[src/hw/tas_pkg.sv]
// constants, register map and types for the thermal alarm and tach sync block
// assumes a 100 MHz sys_clk and an 8-bit register port in front of it
package tas_pkg;
	// register offsets
	localparam logic [7:0] ADDR_R1_CFG = 8'h5f;
	localparam logic [7:0] ADDR_LOC_CFG = 8'h60;
	localparam logic [7:0] ADDR_R2_CFG = 8'h61;
	localparam logic [7:0] ADDR_ACOU1 = 8'h62;
	localparam logic [7:0] ADDR_R1_LIM = 8'h6a;
	localparam logic [7:0] ADDR_LOC_LIM = 8'h6b;
	localparam logic [7:0] ADDR_R2_LIM = 8'h6c;
	localparam logic [7:0] ADDR_STATUS2 = 8'h42;
	localparam logic [7:0] ADDR_MASK2 = 8'h75;
	localparam logic [7:0] ADDR_CFG3 = 8'h78;
	localparam logic [7:0] ADDR_TIMER = 8'h79;
	localparam logic [7:0] ADDR_TLIMIT = 8'h7a;
	// field positions
	localparam int CFG_OUT_EN_BIT = 3;
	localparam int ACOU_SYNC_BIT = 4;
	localparam int MASK_TIMER_BIT = 5;
	localparam int STAT_TIMER_BIT = 5;
	localparam int CFG3_EN_BIT = 1;
	// values after reset, and timer full scale
	localparam logic [7:0] RST_CFG = 8'h00;
	localparam logic [7:0] RST_LIM = 8'h64;
	localparam logic [7:0] RST_MASK2 = 8'h00;
	localparam logic [7:0] RST_CFG3 = 8'h00;
	localparam logic [7:0] RST_TLIMIT = 8'h00;
	localparam logic [7:0] TIMER_FULL = 8'hff;
	// timing: one timer lsb step, in ns and in clock cycles
	localparam int CLK_PERIOD_NS = 10;
	localparam int TIMER_LSB_NS = 22760000;
	localparam int TIMER_LSB_CYCLES = TIMER_LSB_NS / CLK_PERIOD_NS;
	// sizes
	localparam int NUM_CHAN = 3;
	localparam int NUM_TACH = 4;
	localparam int NUM_DRIVE = 3;
	localparam int TEMP_W = 10;
	// which fan drive output a tach measurement follows
	typedef enum logic [1:0] {
		TAS_DRV1 = 2'b00,
		TAS_DRV2 = 2'b01,
		TAS_DRV3 = 2'b10
	} tas_drive_sel_t;
endpackage

[src/hw/tas_timer_if.sv]
// carrier between the top and the assertion timer
// assumes both ends on sys_clk
`timescale 1ns/1ps
interface tas_timer_if;
	logic active;
	logic clear;
	logic [7:0] value;
	modport ctrl (output active, output clear, input value);
	modport timer (input active, input clear, output value);
endinterface

[src/hw/tas_top.sv]
// thermal alarm pin (timed input, critical-limit output) and tach routing
// assumes an 8-bit register port, per-channel temperatures in quarter degrees
// with a one-cycle update pulse per monitoring cycle, and an external pull-up
`timescale 1ns/1ps
// What this block does
// - mask bit suppresses alert for timer events
// - zero limit alerts on first assertion
// - nonzero limit alerts once time exceeds limit
// - enabled channel over limit drives pin low
// - pin held low until temp at limit
// - output assertion lasts a monitoring cycle
// - three critical limits at consecutive addresses
// - config bit 3 lets channel drive pin
// - four tach inputs, three drive outputs
// - default tach one-three follow matching drive output, tach four follows drive three
// - sync bit routes tach two-four to drive two
// - timer accumulates, clears on read, saturates
// - bit 0 first, then 22.76 ms steps
// - exceed flag sets even when masked
// - monitoring only while function enable set
module tas_top #(
	parameter int unsigned TIMER_LSB_CYCLES = tas_pkg::TIMER_LSB_CYCLES
) (
	// clock and reset
	input wire logic sys_clk,
	input wire logic sys_rst,
	// register port
	input wire logic [7:0] reg_addr,
	input wire logic reg_wr,
	input wire logic reg_rd,
	input wire logic [7:0] reg_wdata,
	output logic [7:0] reg_rdata,
	output logic reg_rvalid,
	// temperature measurements
	input wire logic [tas_pkg::TEMP_W-1:0] temp_remote1,
	input wire logic [tas_pkg::TEMP_W-1:0] temp_local,
	input wire logic [tas_pkg::TEMP_W-1:0] temp_remote2,
	input wire logic [tas_pkg::NUM_CHAN-1:0] temp_update,
	// thermal alarm pin, open drain
	input wire logic thermal_alarm_pin_in,
	output logic thermal_alarm_pin_out,
	output logic thermal_alarm_pin_oe,
	// alert and status
	output logic thermal_alert,
	output logic alarm_time_exceeded_flag,
	// tach pins and fan drives
	input wire logic fan1_speed_input,
	input wire logic fan2_speed_input,
	input wire logic fan3_speed_input,
	input wire logic fan4_speed_input,
	input wire logic fan_drive_out_1,
	input wire logic fan_drive_out_2,
	input wire logic fan_drive_out_3,
	output logic [tas_pkg::NUM_TACH-1:0] tach_level,
	output logic [tas_pkg::NUM_TACH-1:0] tach_drive_level,
	output logic [2*tas_pkg::NUM_TACH-1:0] tach_source
);
	logic [7:0] cfg_reg [tas_pkg::NUM_CHAN];
	logic [7:0] lim_reg [tas_pkg::NUM_CHAN];
	logic [7:0] acou1_reg;
	logic [7:0] mask2_reg;
	logic [7:0] cfg3_reg;
	logic [7:0] tlimit_reg;
	logic flag_reg;
	logic flag_next;
	logic [tas_pkg::NUM_CHAN-1:0] over_reg;
	logic drive_reg;
	logic drive_next;
	logic [2:0] drive_hist_reg;
	logic pin_s1_reg;
	logic pin_s2_reg;
	logic alert_reg;
	logic [7:0] rd_mux;
	logic [tas_pkg::TEMP_W-1:0] temps [tas_pkg::NUM_CHAN];
	logic [tas_pkg::NUM_CHAN-1:0] chan_en;
	logic alarm_en;
	logic pin_low;
	logic own_drive;
	logic timer_clr;
	logic stat_clr;
	logic flag_set;
	logic wr_acou1;
	logic wr_mask2;
	logic wr_cfg3;
	logic wr_tlimit;

	tas_timer_if tif ();

	// temperature exceeds limit by a quarter degree or more
	function automatic logic over_limit(input logic [tas_pkg::TEMP_W-1:0] t,
		input logic [7:0] lim);
		over_limit = t > {lim, 2'b00};
	endfunction

	// index of a channel register within a block of three, or 3 if outside
	function automatic logic [1:0] chan_index(input logic [7:0] a, input logic [7:0] base);
		if (a >= base && a < base + 8'h03)
			chan_index = 2'(a - base);
		else
			chan_index = 2'd3;
	endfunction

	////////////////////////////////////////////////////////////////
	// decode
	assign temps[0] = temp_remote1;
	assign temps[1] = temp_local;
	assign temps[2] = temp_remote2;
	assign alarm_en = cfg3_reg[tas_pkg::CFG3_EN_BIT];
	assign wr_acou1 = reg_wr && reg_addr == tas_pkg::ADDR_ACOU1;
	assign wr_mask2 = reg_wr && reg_addr == tas_pkg::ADDR_MASK2;
	assign wr_cfg3 = reg_wr && reg_addr == tas_pkg::ADDR_CFG3;
	assign wr_tlimit = reg_wr && reg_addr == tas_pkg::ADDR_TLIMIT;
	assign timer_clr = reg_rd && reg_addr == tas_pkg::ADDR_TIMER;
	assign stat_clr = reg_rd && reg_addr == tas_pkg::ADDR_STATUS2;

	////////////////////////////////////////////////////////////////
	// per-channel config and critical limit registers
	generate
		for (genvar i = 0; i < tas_pkg::NUM_CHAN; i++) begin : g_chan
			logic wr_cfg;
			logic wr_lim;
			assign wr_cfg = reg_wr && chan_index(reg_addr, tas_pkg::ADDR_R1_CFG) == 2'(i);
			assign wr_lim = reg_wr && chan_index(reg_addr, tas_pkg::ADDR_R1_LIM) == 2'(i);
			assign chan_en[i] = cfg_reg[i][tas_pkg::CFG_OUT_EN_BIT];
			// register storage and once-per-cycle over-limit evaluation
			always_ff @(posedge sys_clk) begin
				if (sys_rst) begin
					cfg_reg[i] <= tas_pkg::RST_CFG;
					lim_reg[i] <= tas_pkg::RST_LIM;
					over_reg[i] <= 1'b0;
				end else begin
					if (wr_cfg)
						cfg_reg[i] <= reg_wdata;
					if (wr_lim)
						lim_reg[i] <= reg_wdata;
					if (temp_update[i])
						over_reg[i] <= over_limit(temps[i], lim_reg[i]);
				end
			end
		end
	endgenerate

	////////////////////////////////////////////////////////////////
	// global control registers
	always_ff @(posedge sys_clk) begin
		if (sys_rst) begin
			acou1_reg <= tas_pkg::RST_CFG;
			mask2_reg <= tas_pkg::RST_MASK2;
			cfg3_reg <= tas_pkg::RST_CFG3;
			tlimit_reg <= tas_pkg::RST_TLIMIT;
		end else begin
			if (wr_acou1)
				acou1_reg <= reg_wdata;
			if (wr_mask2)
				mask2_reg <= reg_wdata;
			if (wr_cfg3)
				cfg3_reg <= reg_wdata;
			if (wr_tlimit)
				tlimit_reg <= reg_wdata;
		end
	end

	////////////////////////////////////////////////////////////////
	// output drive: OR of enabled channels that are over their limit
	assign drive_next = alarm_en && |(over_reg & chan_en);
	assign thermal_alarm_pin_out = 1'b0;
	assign thermal_alarm_pin_oe = drive_reg;

	always_ff @(posedge sys_clk) begin
		if (sys_rst) begin
			drive_reg <= 1'b0;
			drive_hist_reg <= 3'h0;
		end else begin
			drive_reg <= drive_next;
			drive_hist_reg <= {drive_hist_reg[1:0], drive_reg};
		end
	end

	////////////////////////////////////////////////////////////////
	// pin input sync; own drive is masked for the sync delay plus one
	always_ff @(posedge sys_clk) begin
		if (sys_rst) begin
			pin_s1_reg <= 1'b1;
			pin_s2_reg <= 1'b1;
		end else begin
			pin_s1_reg <= thermal_alarm_pin_in;
			pin_s2_reg <= pin_s1_reg;
		end
	end

	assign pin_low = !pin_s2_reg;
	assign own_drive = drive_reg || |drive_hist_reg;
	assign tif.active = alarm_en && pin_low && !own_drive;
	assign tif.clear = timer_clr;

	tas_alarm_timer #(
		.LSB_CYCLES(TIMER_LSB_CYCLES)
	) u_timer (
		.sys_clk(sys_clk),
		.sys_rst(sys_rst),
		.tif(tif)
	);

	////////////////////////////////////////////////////////////////
	// exceed flag (set wins over read clear) and masked alert
	assign flag_set = alarm_en && tif.value > tlimit_reg;
	assign flag_next = flag_set || (flag_reg && !stat_clr);

	always_ff @(posedge sys_clk) begin
		if (sys_rst) begin
			flag_reg <= 1'b0;
			alert_reg <= 1'b0;
		end else begin
			flag_reg <= flag_next;
			alert_reg <= flag_reg && !mask2_reg[tas_pkg::MASK_TIMER_BIT];
		end
	end

	assign alarm_time_exceeded_flag = flag_reg;
	assign thermal_alert = alert_reg;

	////////////////////////////////////////////////////////////////
	// read mux; unmapped addresses read zero
	always_comb begin
		rd_mux = 8'h00;
		case (reg_addr)
			tas_pkg::ADDR_R1_CFG: rd_mux = cfg_reg[0];
			tas_pkg::ADDR_LOC_CFG: rd_mux = cfg_reg[1];
			tas_pkg::ADDR_R2_CFG: rd_mux = cfg_reg[2];
			tas_pkg::ADDR_ACOU1: rd_mux = acou1_reg;
			tas_pkg::ADDR_R1_LIM: rd_mux = lim_reg[0];
			tas_pkg::ADDR_LOC_LIM: rd_mux = lim_reg[1];
			tas_pkg::ADDR_R2_LIM: rd_mux = lim_reg[2];
			tas_pkg::ADDR_MASK2: rd_mux = mask2_reg;
			tas_pkg::ADDR_CFG3: rd_mux = cfg3_reg;
			tas_pkg::ADDR_TLIMIT: rd_mux = tlimit_reg;
			tas_pkg::ADDR_TIMER: rd_mux = tif.value;
			tas_pkg::ADDR_STATUS2: rd_mux = 8'(flag_reg) << tas_pkg::STAT_TIMER_BIT;
			default: rd_mux = 8'h00;
		endcase
	end

	// read data registered one cycle after the strobe
	always_ff @(posedge sys_clk) begin
		if (sys_rst) begin
			reg_rdata <= 8'h00;
			reg_rvalid <= 1'b0;
		end else begin
			reg_rvalid <= reg_rd;
			if (reg_rd)
				reg_rdata <= rd_mux;
		end
	end

	////////////////////////////////////////////////////////////////
	// tach routing
	tas_tach_sync u_tach (
		.sys_clk(sys_clk),
		.sys_rst(sys_rst),
		.tach_pin({fan4_speed_input, fan3_speed_input, fan2_speed_input, fan1_speed_input}),
		.drive_level({fan_drive_out_3, fan_drive_out_2, fan_drive_out_1}),
		.sync_to_two(acou1_reg[tas_pkg::ACOU_SYNC_BIT]),
		.tach_level(tach_level),
		.tach_drive_level(tach_drive_level),
		.tach_source(tach_source)
	);

	////////////////////////////////////////////////////////////////
	// checks
	property p_mask;
		@(posedge sys_clk) disable iff (sys_rst)
		mask2_reg[5] && $past(mask2_reg[5]) |-> !thermal_alert;
	endproperty
	a_mask: assert property (p_mask) else $error("alert seen while masked");

	property p_flag_masked;
		@(posedge sys_clk) disable iff (sys_rst)
		alarm_en && tif.value > tlimit_reg |=> alarm_time_exceeded_flag;
	endproperty
	a_flag_masked: assert property (p_flag_masked) else $error("exceed flag not set");

	property p_zero_limit;
		@(posedge sys_clk) disable iff (sys_rst)
		alarm_en && tlimit_reg == 8'h00 && tif.active && !timer_clr && !wr_cfg3 && !wr_tlimit
			|=> ##1 alarm_time_exceeded_flag;
	endproperty
	a_zero_limit: assert property (p_zero_limit) else $error("no flag on first assertion");

	property p_limit_cause;
		@(posedge sys_clk) disable iff (sys_rst)
		$rose(flag_reg) |-> $past(tif.value) > $past(tlimit_reg);
	endproperty
	a_limit_cause: assert property (p_limit_cause) else $error("flag set below limit");

	property p_drive;
		@(posedge sys_clk) disable iff (sys_rst)
		alarm_en && chan_en[0] && over_reg[0] && !reg_wr |=> thermal_alarm_pin_oe;
	endproperty
	a_drive: assert property (p_drive) else $error("pin not driven when over limit");

	// oe now reflects state two edges old; an update or write one edge ago may still drop it
	property p_hold;
		@(posedge sys_clk) disable iff (sys_rst)
		thermal_alarm_pin_oe && $past(temp_update) == 3'h0 && !$past(reg_wr)
			|=> thermal_alarm_pin_oe;
	endproperty
	a_hold: assert property (p_hold) else $error("pin released between updates");

	property p_release;
		@(posedge sys_clk) disable iff (sys_rst)
		over_reg == 3'h0 |=> !thermal_alarm_pin_oe;
	endproperty
	a_release: assert property (p_release) else $error("pin held with no channel over");

	property p_own_drive;
		@(posedge sys_clk) disable iff (sys_rst)
		thermal_alarm_pin_oe |-> !tif.active;
	endproperty
	a_own_drive: assert property (p_own_drive) else $error("own drive counted");

	property p_disabled;
		@(posedge sys_clk) disable iff (sys_rst)
		!alarm_en && !wr_cfg3 |=> !thermal_alarm_pin_oe && !tif.active;
	endproperty
	a_disabled: assert property (p_disabled) else $error("alarm active while disabled");
endmodule

[src/hw/tas_alarm_timer.sv]
// cumulative low-time timer for the thermal alarm input
// assumes active is already synchronised and qualified; clear is a read pulse
`timescale 1ns/1ps
module tas_alarm_timer #(
	parameter int unsigned LSB_CYCLES = tas_pkg::TIMER_LSB_CYCLES
) (
	// clock and reset
	input wire logic sys_clk,
	input wire logic sys_rst,
	// timer carrier
	tas_timer_if.timer tif
);
	localparam int SUB_W = $clog2(LSB_CYCLES + 1);
	localparam logic [SUB_W-1:0] SUB_LAST = SUB_W'(LSB_CYCLES - 1);

	logic [SUB_W-1:0] sub_reg;
	logic [7:0] units_reg;
	logic seen_reg;
	logic full;
	logic wrap;

	////////////////////////////////////////////////////////////////
	// decode
	assign full = (units_reg == tas_pkg::TIMER_FULL);
	assign wrap = (sub_reg == SUB_LAST);
	// bit 0 shows the first assertion until the count passes one step
	assign tif.value = (units_reg == 8'h00 && seen_reg) ? 8'h01 : units_reg;

	////////////////////////////////////////////////////////////////
	// accumulate, clear on read, stop at full scale
	always_ff @(posedge sys_clk) begin
		if (sys_rst) begin
			sub_reg <= '0;
			units_reg <= 8'h00;
			seen_reg <= 1'b0;
		end else if (tif.clear) begin
			sub_reg <= '0;
			units_reg <= 8'h00;
			seen_reg <= tif.active; // read during assertion keeps bit 0
		end else if (tif.active && !full) begin
			seen_reg <= 1'b1;
			if (wrap) begin
				sub_reg <= '0;
				units_reg <= units_reg + 8'h01;
			end else begin
				sub_reg <= sub_reg + SUB_W'(1);
			end
		end
	end

	////////////////////////////////////////////////////////////////
	// checks
	property p_saturate;
		@(posedge sys_clk) disable iff (sys_rst)
		full && !tif.clear |=> full;
	endproperty
	a_saturate: assert property (p_saturate) else $error("timer left full scale");

	property p_first_assert;
		@(posedge sys_clk) disable iff (sys_rst)
		tif.active && !tif.clear |=> tif.value != 8'h00;
	endproperty
	a_first_assert: assert property (p_first_assert) else $error("bit 0 not set");

	property p_clear;
		@(posedge sys_clk) disable iff (sys_rst)
		tif.clear && !tif.active |=> tif.value == 8'h00;
	endproperty
	a_clear: assert property (p_clear) else $error("timer not cleared on read");
endmodule

[src/hw/tas_tach_sync.sv]
// routes each tach measurement to the fan drive output it follows
// assumes tach pins are asynchronous and drive levels come from sys_clk logic
`timescale 1ns/1ps
module tas_tach_sync (
	// clock and reset
	input wire logic sys_clk,
	input wire logic sys_rst,
	// pins and drives
	input wire logic [tas_pkg::NUM_TACH-1:0] tach_pin,
	input wire logic [tas_pkg::NUM_DRIVE-1:0] drive_level,
	// control
	input wire logic sync_to_two,
	// results
	output logic [tas_pkg::NUM_TACH-1:0] tach_level,
	output logic [tas_pkg::NUM_TACH-1:0] tach_drive_level,
	output logic [2*tas_pkg::NUM_TACH-1:0] tach_source
);
	logic [tas_pkg::NUM_TACH-1:0] s1_reg;
	logic [tas_pkg::NUM_TACH-1:0] s2_reg;
	logic [2*tas_pkg::NUM_TACH-1:0] src_next;
	logic [tas_pkg::NUM_TACH-1:0] lvl_next;

	// drive output that a tach input follows
	function automatic tas_pkg::tas_drive_sel_t sel_for(input int idx, input logic two);
		if (idx == 0)
			sel_for = tas_pkg::TAS_DRV1;
		else if (two)
			sel_for = tas_pkg::TAS_DRV2;
		else if (idx == 1)
			sel_for = tas_pkg::TAS_DRV2;
		else
			sel_for = tas_pkg::TAS_DRV3;
	endfunction

	////////////////////////////////////////////////////////////////
	// selection: four tach inputs over three drive outputs
	generate
		for (genvar i = 0; i < tas_pkg::NUM_TACH; i++) begin : g_sel
			assign src_next[2*i +: 2] = sel_for(i, sync_to_two);
			assign lvl_next[i] = drive_level[src_next[2*i +: 2]];
		end
	endgenerate

	////////////////////////////////////////////////////////////////
	// two-stage sync of tach pins, registered results
	always_ff @(posedge sys_clk) begin
		if (sys_rst) begin
			s1_reg <= '0;
			s2_reg <= '0;
			tach_level <= '0;
			tach_drive_level <= '0;
			tach_source <= '0;
		end else begin
			s1_reg <= tach_pin;
			s2_reg <= s1_reg;
			tach_level <= s2_reg;
			tach_drive_level <= lvl_next;
			tach_source <= src_next;
		end
	end

	////////////////////////////////////////////////////////////////
	// checks
	property p_sync_two;
		@(posedge sys_clk) disable iff (sys_rst)
		sync_to_two |=> tach_source == 8'h54;
	endproperty
	a_sync_two: assert property (p_sync_two) else $error("tach not routed to drive two");

	property p_sync_default;
		@(posedge sys_clk) disable iff (sys_rst)
		!sync_to_two |=> tach_source == 8'ha4;
	endproperty
	a_sync_default: assert property (p_sync_default) else $error("default tach routing wrong");
endmodule

[config.mk]
export PLATFORM = sky130hd
export DESIGN_NAME = tas_top
export DESIGN_NICKNAME = d
export VERILOG_FILES = /design/src/hw/tas_pkg.sv /design/src/hw/tas_timer_if.sv /design/src/hw/tas_top.sv /design/src/hw/tas_alarm_timer.sv /design/src/hw/tas_tach_sync.sv
export SDC_FILE = /design/constraint.sdc
export NUM_CORES = 1
export LEC_CHECK = 0
export BUFFER_PORTS_ARGS = -buffer_cell sky130_fd_sc_hd__buf_2
export CAP_MARGIN = 20
export CORE_ASPECT_RATIO = 0.8
export CORE_MARGIN = 10
export CORE_UTILIZATION = 58
export DETAILED_ROUTE_END_ITERATION = 16
export GPL_TIMING_DRIVEN = 0
export MAX_ROUTING_LAYER = met4
export PLACE_DENSITY = 0.78
export SLEW_MARGIN = 10
export SYNTH_ARGS = -nofsm -noshare
export SYNTH_HDL_FRONTEND = slang
export SYNTH_SLANG_ARGS = --single-unit
export TNS_END_PERCENT = 10
[constraint.sdc]
create_clock -name sys_clk -period 4 [get_ports sys_clk]
set_clock_uncertainty 0.2 [all_clocks]
set_input_delay 1.2 -clock sys_clk [delete_from_list [all_inputs] [get_ports sys_clk]]
set_output_delay 1.2 -clock sys_clk [all_outputs]
set_load 0.005 [all_outputs]
==> flow_summary.json, run 1 <==
{
  "cts-buffers-inserted": 17,
  "grt.overflow.total": 0,
  "place_congestion": 1.00,
  "vias": 6579,
  "fin_crit_ps": 3720,
  "diodes": 0,
  "maxCapViolCount": 0,
  "worstHoldStart": "pin_s1_reg",
  "antenna_left": 0,
  "syn_inst": 794,
  "cts.sinks": 149,
  "die_x_um": 147,
  "final_nets": 993,
  "async_flop_share": 0,
  "drc_errors": 0,
  "clk_pin_slew_ps": 60,
  "path_class": "in2reg",
  "synth_top_flop_cell": "dfxtp_1",
  "placed_area_sq_mm": 0.00804,
  "crit_path_end_kind": "register",
  "pin_count": 90,
  "p_leak_nw": 3.48,
  "ys_types": 63,
  "die_h_um": 121,
  "cp.arrival_ps": 3850,
  "slew_viol_final": 0,
  "reg2reg_from": "u_timer.units_reg[0]",
  "htree_levels": 4,
  "cts_tree": "done",
  "hpwlAfterDp_mm": 16.8,
  "cp-start-kind": "primary input",
  "p_total_mw": 3.38,
  "fillers": 980,
  "synth_warnings": 0,
  "reg2reg_slack_ps": 1430,
  "relSlewSlack": 0.331,
  "rsz0062_at_grt": "no",
  "wirelength_mm": 22.9,
  "drive_gt1_frac": 0.145,
  "start_util": 0.602,
  "yosysSeqAreaShare": 0.465,
  "hold_viol": 0,
  "worstPathMaxFanout": 10,
  "fin_util": 0.697,
  "antenna_found_initial": 0,
  "synth_edf_count": 48,
  "setup-violations-final": 0,
  "vias_per_cell": 6.11,
  "rows": 36,
  "min_path_cells": 1,
  "reg2reg_to": "alarm_time_exceeded_flag",
  "grt_pass1_vias": 6326,
  "grt_usage": 0.260,
  "fin_crit_sh": 0.929,
  "avgSynthCellArea_sq_um": 9.39,
  "synthToLayoutAreaGrowth_pct": 15.8,
  "stdcell_area_sq_mm": 0.00863,
  "hold_end": "pin_s2_reg",
  "timing.fmax_mhz": 269,
  "grt_pass1_wl_mm": 35.0,
  "postCtsSetupBuffers": 0,
  "drt_first_pass_iters": 6,
  "initialDrtViolationCount": 750,
  "core_sq_mm": 0.0124,
  "synthesis.area_sq_mm": 0.00745,
  "max-vdd-ir-drop_mv": 0.314,
  "cts.path.max_buffers": 2,
  "ctsHoldBuffers": 0,
  "dieArea_sq_mm": 0.0178,
  "worst_pin_slew_ps": 996,
  "p_per_area_mw_per_mm2": 392,
  "numPortBuffers": 72,
  "r2r_cells": 11,
  "outcome": "finished, final reports clean",
  "crit_required_ps": 4140,
  "grt_start_max_net_pins": 17,
  "root_buffer": "clkbuf_16",
  "ys_seq_elements": 149,
  "hold_class": "reg2reg",
  "clkLatencyLatePin_ps": 440,
  "wl_per_cell_um": 21.3
}
==> metrics by stage <==
| stage | cells | hold WS, ps | TNS [ps] | setup slack [ps] |
|---|---|---|---|---|
| after floorplan | 797 | 189 | 0 | 570 |
| after global placement | 1040 | 199 | -5240 | -354 |
| after detailed placement | 1040 | 202 | -3290 | -220 |
| after CTS | 1072 | 231 | 0 | 205 |
| after global routing | 1076 | 247 | 0 | 95.7 |
| final | 1076 | 232 | 0 | 284 |
==> worst max path at each step <==
stage,from,to,slack (ps),depth (start not counted)
after floorplan,reg_addr[3],cfg_reg[0][0],570,7
after global placement,reg_addr[5],cfg_reg[0][1],-350,7
after detailed placement,reg_addr[1],cfg_reg[1][7],-220,8
after CTS,reg_addr[1],cfg_reg[1][7],210,8
after global routing,reg_addr[0],reg_rdata[2],100,11
final,reg_addr[0],reg_rdata[2],280,11
==> logic make-up (layout without fill, tap and decap cells) <==
family	count (synthesis)	count (layout)	share of synthesized area
DFF	149	149	0.465
other	1	4	0.000503
muxes	19	19	0.0255
xor gates and xnor gates	24	24	0.0282
adders and majority gates	40	40	0.0671
buffers and inverters	106	214	0.0591
and+or+nand+nor	309	309	0.216
AOI/OAI and AO/OA	146	146	0.139
==> layer usage <==
layer / wire (um) / global-route usage
met1: 10000 / 0.345
met2: 9740 / 0.372
met3: 2620 / 0.0768
met4: 517 / 0.0830
met5: 0 / -
==> critical path: stages <==
cell	delay, ps
buf_2	130
inv_1	170
ha_1	180
clkbuf_1	340
nor4b_2	490
nor2b_1	340
buf_2	280
a222oi_1	160
o211ai_1	160
a21oi_1	110
a211oi_1	280
==> what timing repair did <==
item | 4_1_cts | 5_1_grt
endpoints found under the setup margin | 0 | 2
gates resized for setup | 0 | 1
endpoints found under the hold margin | 0 | 0
==> layout make-up <==
type | instances | area, sq um | share of cell area
plain buffers | 60 | 268 | 0.0310
clock buffers | 18 | 450 | 0.0522
clock inverters | 14 | 116 | 0.0135
inverters | 46 | 173 | 0.0200
multi-input cells | 542 | 3570 | 0.413
flip-flops and latches | 149 | 3460 | 0.401
well taps | 171 | 214 | 0.0248
repair buffers | 76 | 380 | 0.0441
==> synth_stat cells, types with 6 or more instances <==
master,count,area share
a211oi_1,6,0.0060
a21o_1,9,0.0091
a21oi_1,36,0.024
a221oi_1,9,0.011
a222oi_1,9,0.012
a22o_1,11,0.013
a22oi_1,11,0.011
and2_1,42,0.035
buf_4,7,0.0071
clkbuf_1,43,0.022
dfxtp_1,101,0.27
edfxtp_1,48,0.19
ha_1,40,0.067
inv_1,46,0.023
mux2i_1,19,0.026
nand2_1,68,0.034
nand2b_1,11,0.0092
nand3_1,23,0.015
nand4_1,13,0.011
nor2_1,66,0.033
nor2b_1,28,0.024
nor3_1,20,0.013
nor3b_1,7,0.0071
o21ai_0,21,0.014
or3_1,6,0.0050
xnor2_1,14,0.016
xor2_1,10,0.012
==> cell usage in the layout, fill, tap and decap left out, types with 28 or more instances in the layout <==
cell      count
a21oi_1      36
edfxtp_1     48
buf_2        80
ha_1         40
clkbuf_1     43
inv_1        46
nand2_1      68
nor2b_1      28
nor2_1       66
and2_1       42
dfxtp_1     101
==> where the power goes <==
group / switching, mW / internal [mW] / total (mW)
Combinational: 0.157 / 0.0857 / 0.243
Sequential: 0.0226 / 1.60 / 1.62
Clock: 0.680 / 0.844 / 1.52
No activity file was read; power rests on OpenSTA's default activity.
==> run 2: changes to the inputs <==
- PLACE_DENSITY: 0.78 -> 0.79
==> run 2 against run 1 <==
Compared with the run above:
- global-route usage grew 0.57 points
- register-to-register slack worse by 50 ps
- sequential power hardly changed
- power is 0.78% higher
- die area unchanged
- worst hold slack got worse by 2.0 ps
- worst setup slack got worse by 18 ps
- sequential share of layout area is essentially flat
- cell area barely moved
- non-clock buffer count decreased by 1
- highest routed layer unchanged
==> flow_summary.json, run 2 (synthesis gave the netlist of run 1 again) <==
{
  "outcome": "finished, final reports clean",
  "max-vdd-ir-drop_mv": 0.368,
  "place_congestion": 1.00,
  "final_nets": 992,
  "core_sq_mm": 0.0124,
  "rsz0062_at_grt": "no",
  "relSlewSlack": 0.340,
  "root_buffer": "clkbuf_16",
  "clkLatencyLatePin_ps": 430,
  "cts_tree": "done",
  "hold_class": "reg2reg",
  "wl_per_cell_um": 21.2,
  "vias_per_cell": 6.05,
  "cts.sinks": 149,
  "crit_path_end_kind": "register",
  "fin_cells": 1076,
  "switching_power_uw": 856,
  "worstPathMaxFanout": 10,
  "timing.fmax_mhz": 268,
  "fillers": 939,
  "antenna_found_initial": 3,
  "crit_slowest_cell": "nor3b_1",
  "pin_count": 90,
  "initialDrtViolationCount": 683,
  "fin_util": 0.697,
  "drive_gt1_frac": 0.143,
  "wirelength_mm": 22.8,
  "rows": 36,
  "clk_pin_slew_ps": 60,
  "p_total_mw": 3.41,
  "drt_first_pass_iters": 6,
  "fin_crit_sh": 0.934,
  "antenna_left": 0,
  "stdcell_area_sq_mm": 0.00863,
  "path_cells": "clkbuf_1 > nand4b_1 > nor3b_1 > buf_2 > nand3_1 > nand2_1 > a21oi_1",
  "r2r_cells": 11,
  "crit_end": "cfg3_reg[1]",
  "mostFrequentLayoutCells": "dfxtp_1 (101), buf_2 (78), nand2_1 (68)",
  "start_util": 0.602,
  "cts.path.max_buffers": 2,
  "p_int_mw": 2.55,
  "final_common_cell": "dfxtp_1",
  "crit_required_ps": 4090,
  "seq_power_share": 0.475,
  "setup-violations-final": 0,
  "hold_viol": 0,
  "crit_start": "reg_addr[4]",
  "hpwlAfterDp_mm": 16.9,
  "vias": 6507,
  "synthToLayoutAreaGrowth_pct": 15.8,
  "dieArea_sq_mm": 0.0178,
  "htree_levels": 4,
  "cp-start-kind": "primary input",
  "p_per_area_mw_per_mm2": 395,
  "area.sequential_sq_mm": 0.00346,
  "place_inst": 1041,
  "fin_crit_ps": 3730,
  "path_class": "in2reg",
  "cts-buffers-inserted": 17,
  "slew_viol_final": 0,
  "grt_pass1_wl_mm": 35.7,
  "reg2reg_from": "u_timer.units_reg[0]",
  "numPortBuffers": 72,
  "grt_pass1_vias": 6449,
  "die_h_um": 121,
  "multi_input_area_sq_mm": 0.00357,
  "grt_usage": 0.265,
  "worst_pin_slew_ps": 987,
  "drc_errors": 0,
  "comb_power_share": 0.071,
  "swShare": 0.251,
  "die_x_um": 147,
  "slowest_delay_ps": 870,
  "cp.arrival_ps": 3820,
  "pwr-share-clk": 0.455,
  "grt_start_max_net_pins": 17,
  "maxCapViolCount": 0,
  "p_leak_nw": 3.49,
  "postCtsSetupBuffers": 0,
  "grt.overflow.total": 0,
  "reg2reg_to": "alarm_time_exceeded_flag",
  "placed_area_sq_mm": 0.00804,
  "reg2reg_slack_ps": 1380
}
## run 2: power by group through the flow
stage	Combinational [mW]	Clock [mW]	Sequential [mW]
global placement	0.225	0	1.65
floorplan	0.136	0	1.64
global route	0.266	1.62	1.62
CTS	0.236	1.55	1.62
detailed placement	0.235	0	1.65
finish	0.242	1.55	1.62
## run 2: metrics by stage
stage / setup WS (ps) / hold WS [ps] / setup TNS [ps]
global placement: -227 / 203 / -3960
CTS: 198 / 229 / 0
finish: 266 / 230 / 0
global route: 159 / 255 / 0
floorplan: 570 / 189 / 0
detailed placement: -199 / 200 / -2940
## run 2: what timing repair did
item,in CTS,in global routing
hold buffers,0,0
setup endpoints to repair,0,1
resized for setup,0,1
endpoints found under the hold margin,0,0
## run 2: how the worst min path moves through the flow
stage	start	end	slack (ps)	cells after the start
floorplan	pin_s1_reg	pin_s2_reg	190	1
global placement	pin_s1_reg	pin_s2_reg	200	1
detailed placement	pin_s1_reg	pin_s2_reg	200	1
CTS	pin_s1_reg	pin_s2_reg	230	1
global route	pin_s1_reg	pin_s2_reg	260	1
finish	pin_s1_reg	pin_s2_reg	230	1
## run 2: layer usage
metal	routed length [um]	share of wire	track usage
met5	0	0	-
met2	9710	0.43	0.386
met1	10000	0.44	0.350
met4	545	0.024	0.0930
met3	2570	0.11	0.0701
## run 2: layout make-up
cell class | instances | area share
antenna | 1 | 0.000290
multi-input combinational | 542 | 0.413
clock buffer | 18 | 0.0497
inverter | 46 | 0.0200
sequential | 149 | 0.401
timing repair buffer | 75 | 0.0435
buffer | 60 | 0.0310
clock inverter | 14 | 0.0158
tap | 171 | 0.0248
## run 2: critical path: cells and delay by family
| family | cells | cell delay, ps |
|---|---|---|
| buffers and inverters | 2 | 730 |
| and+or+nand+nor | 4 | 1790 |
| AOI/OAI and AO/OA | 1 | 90 |
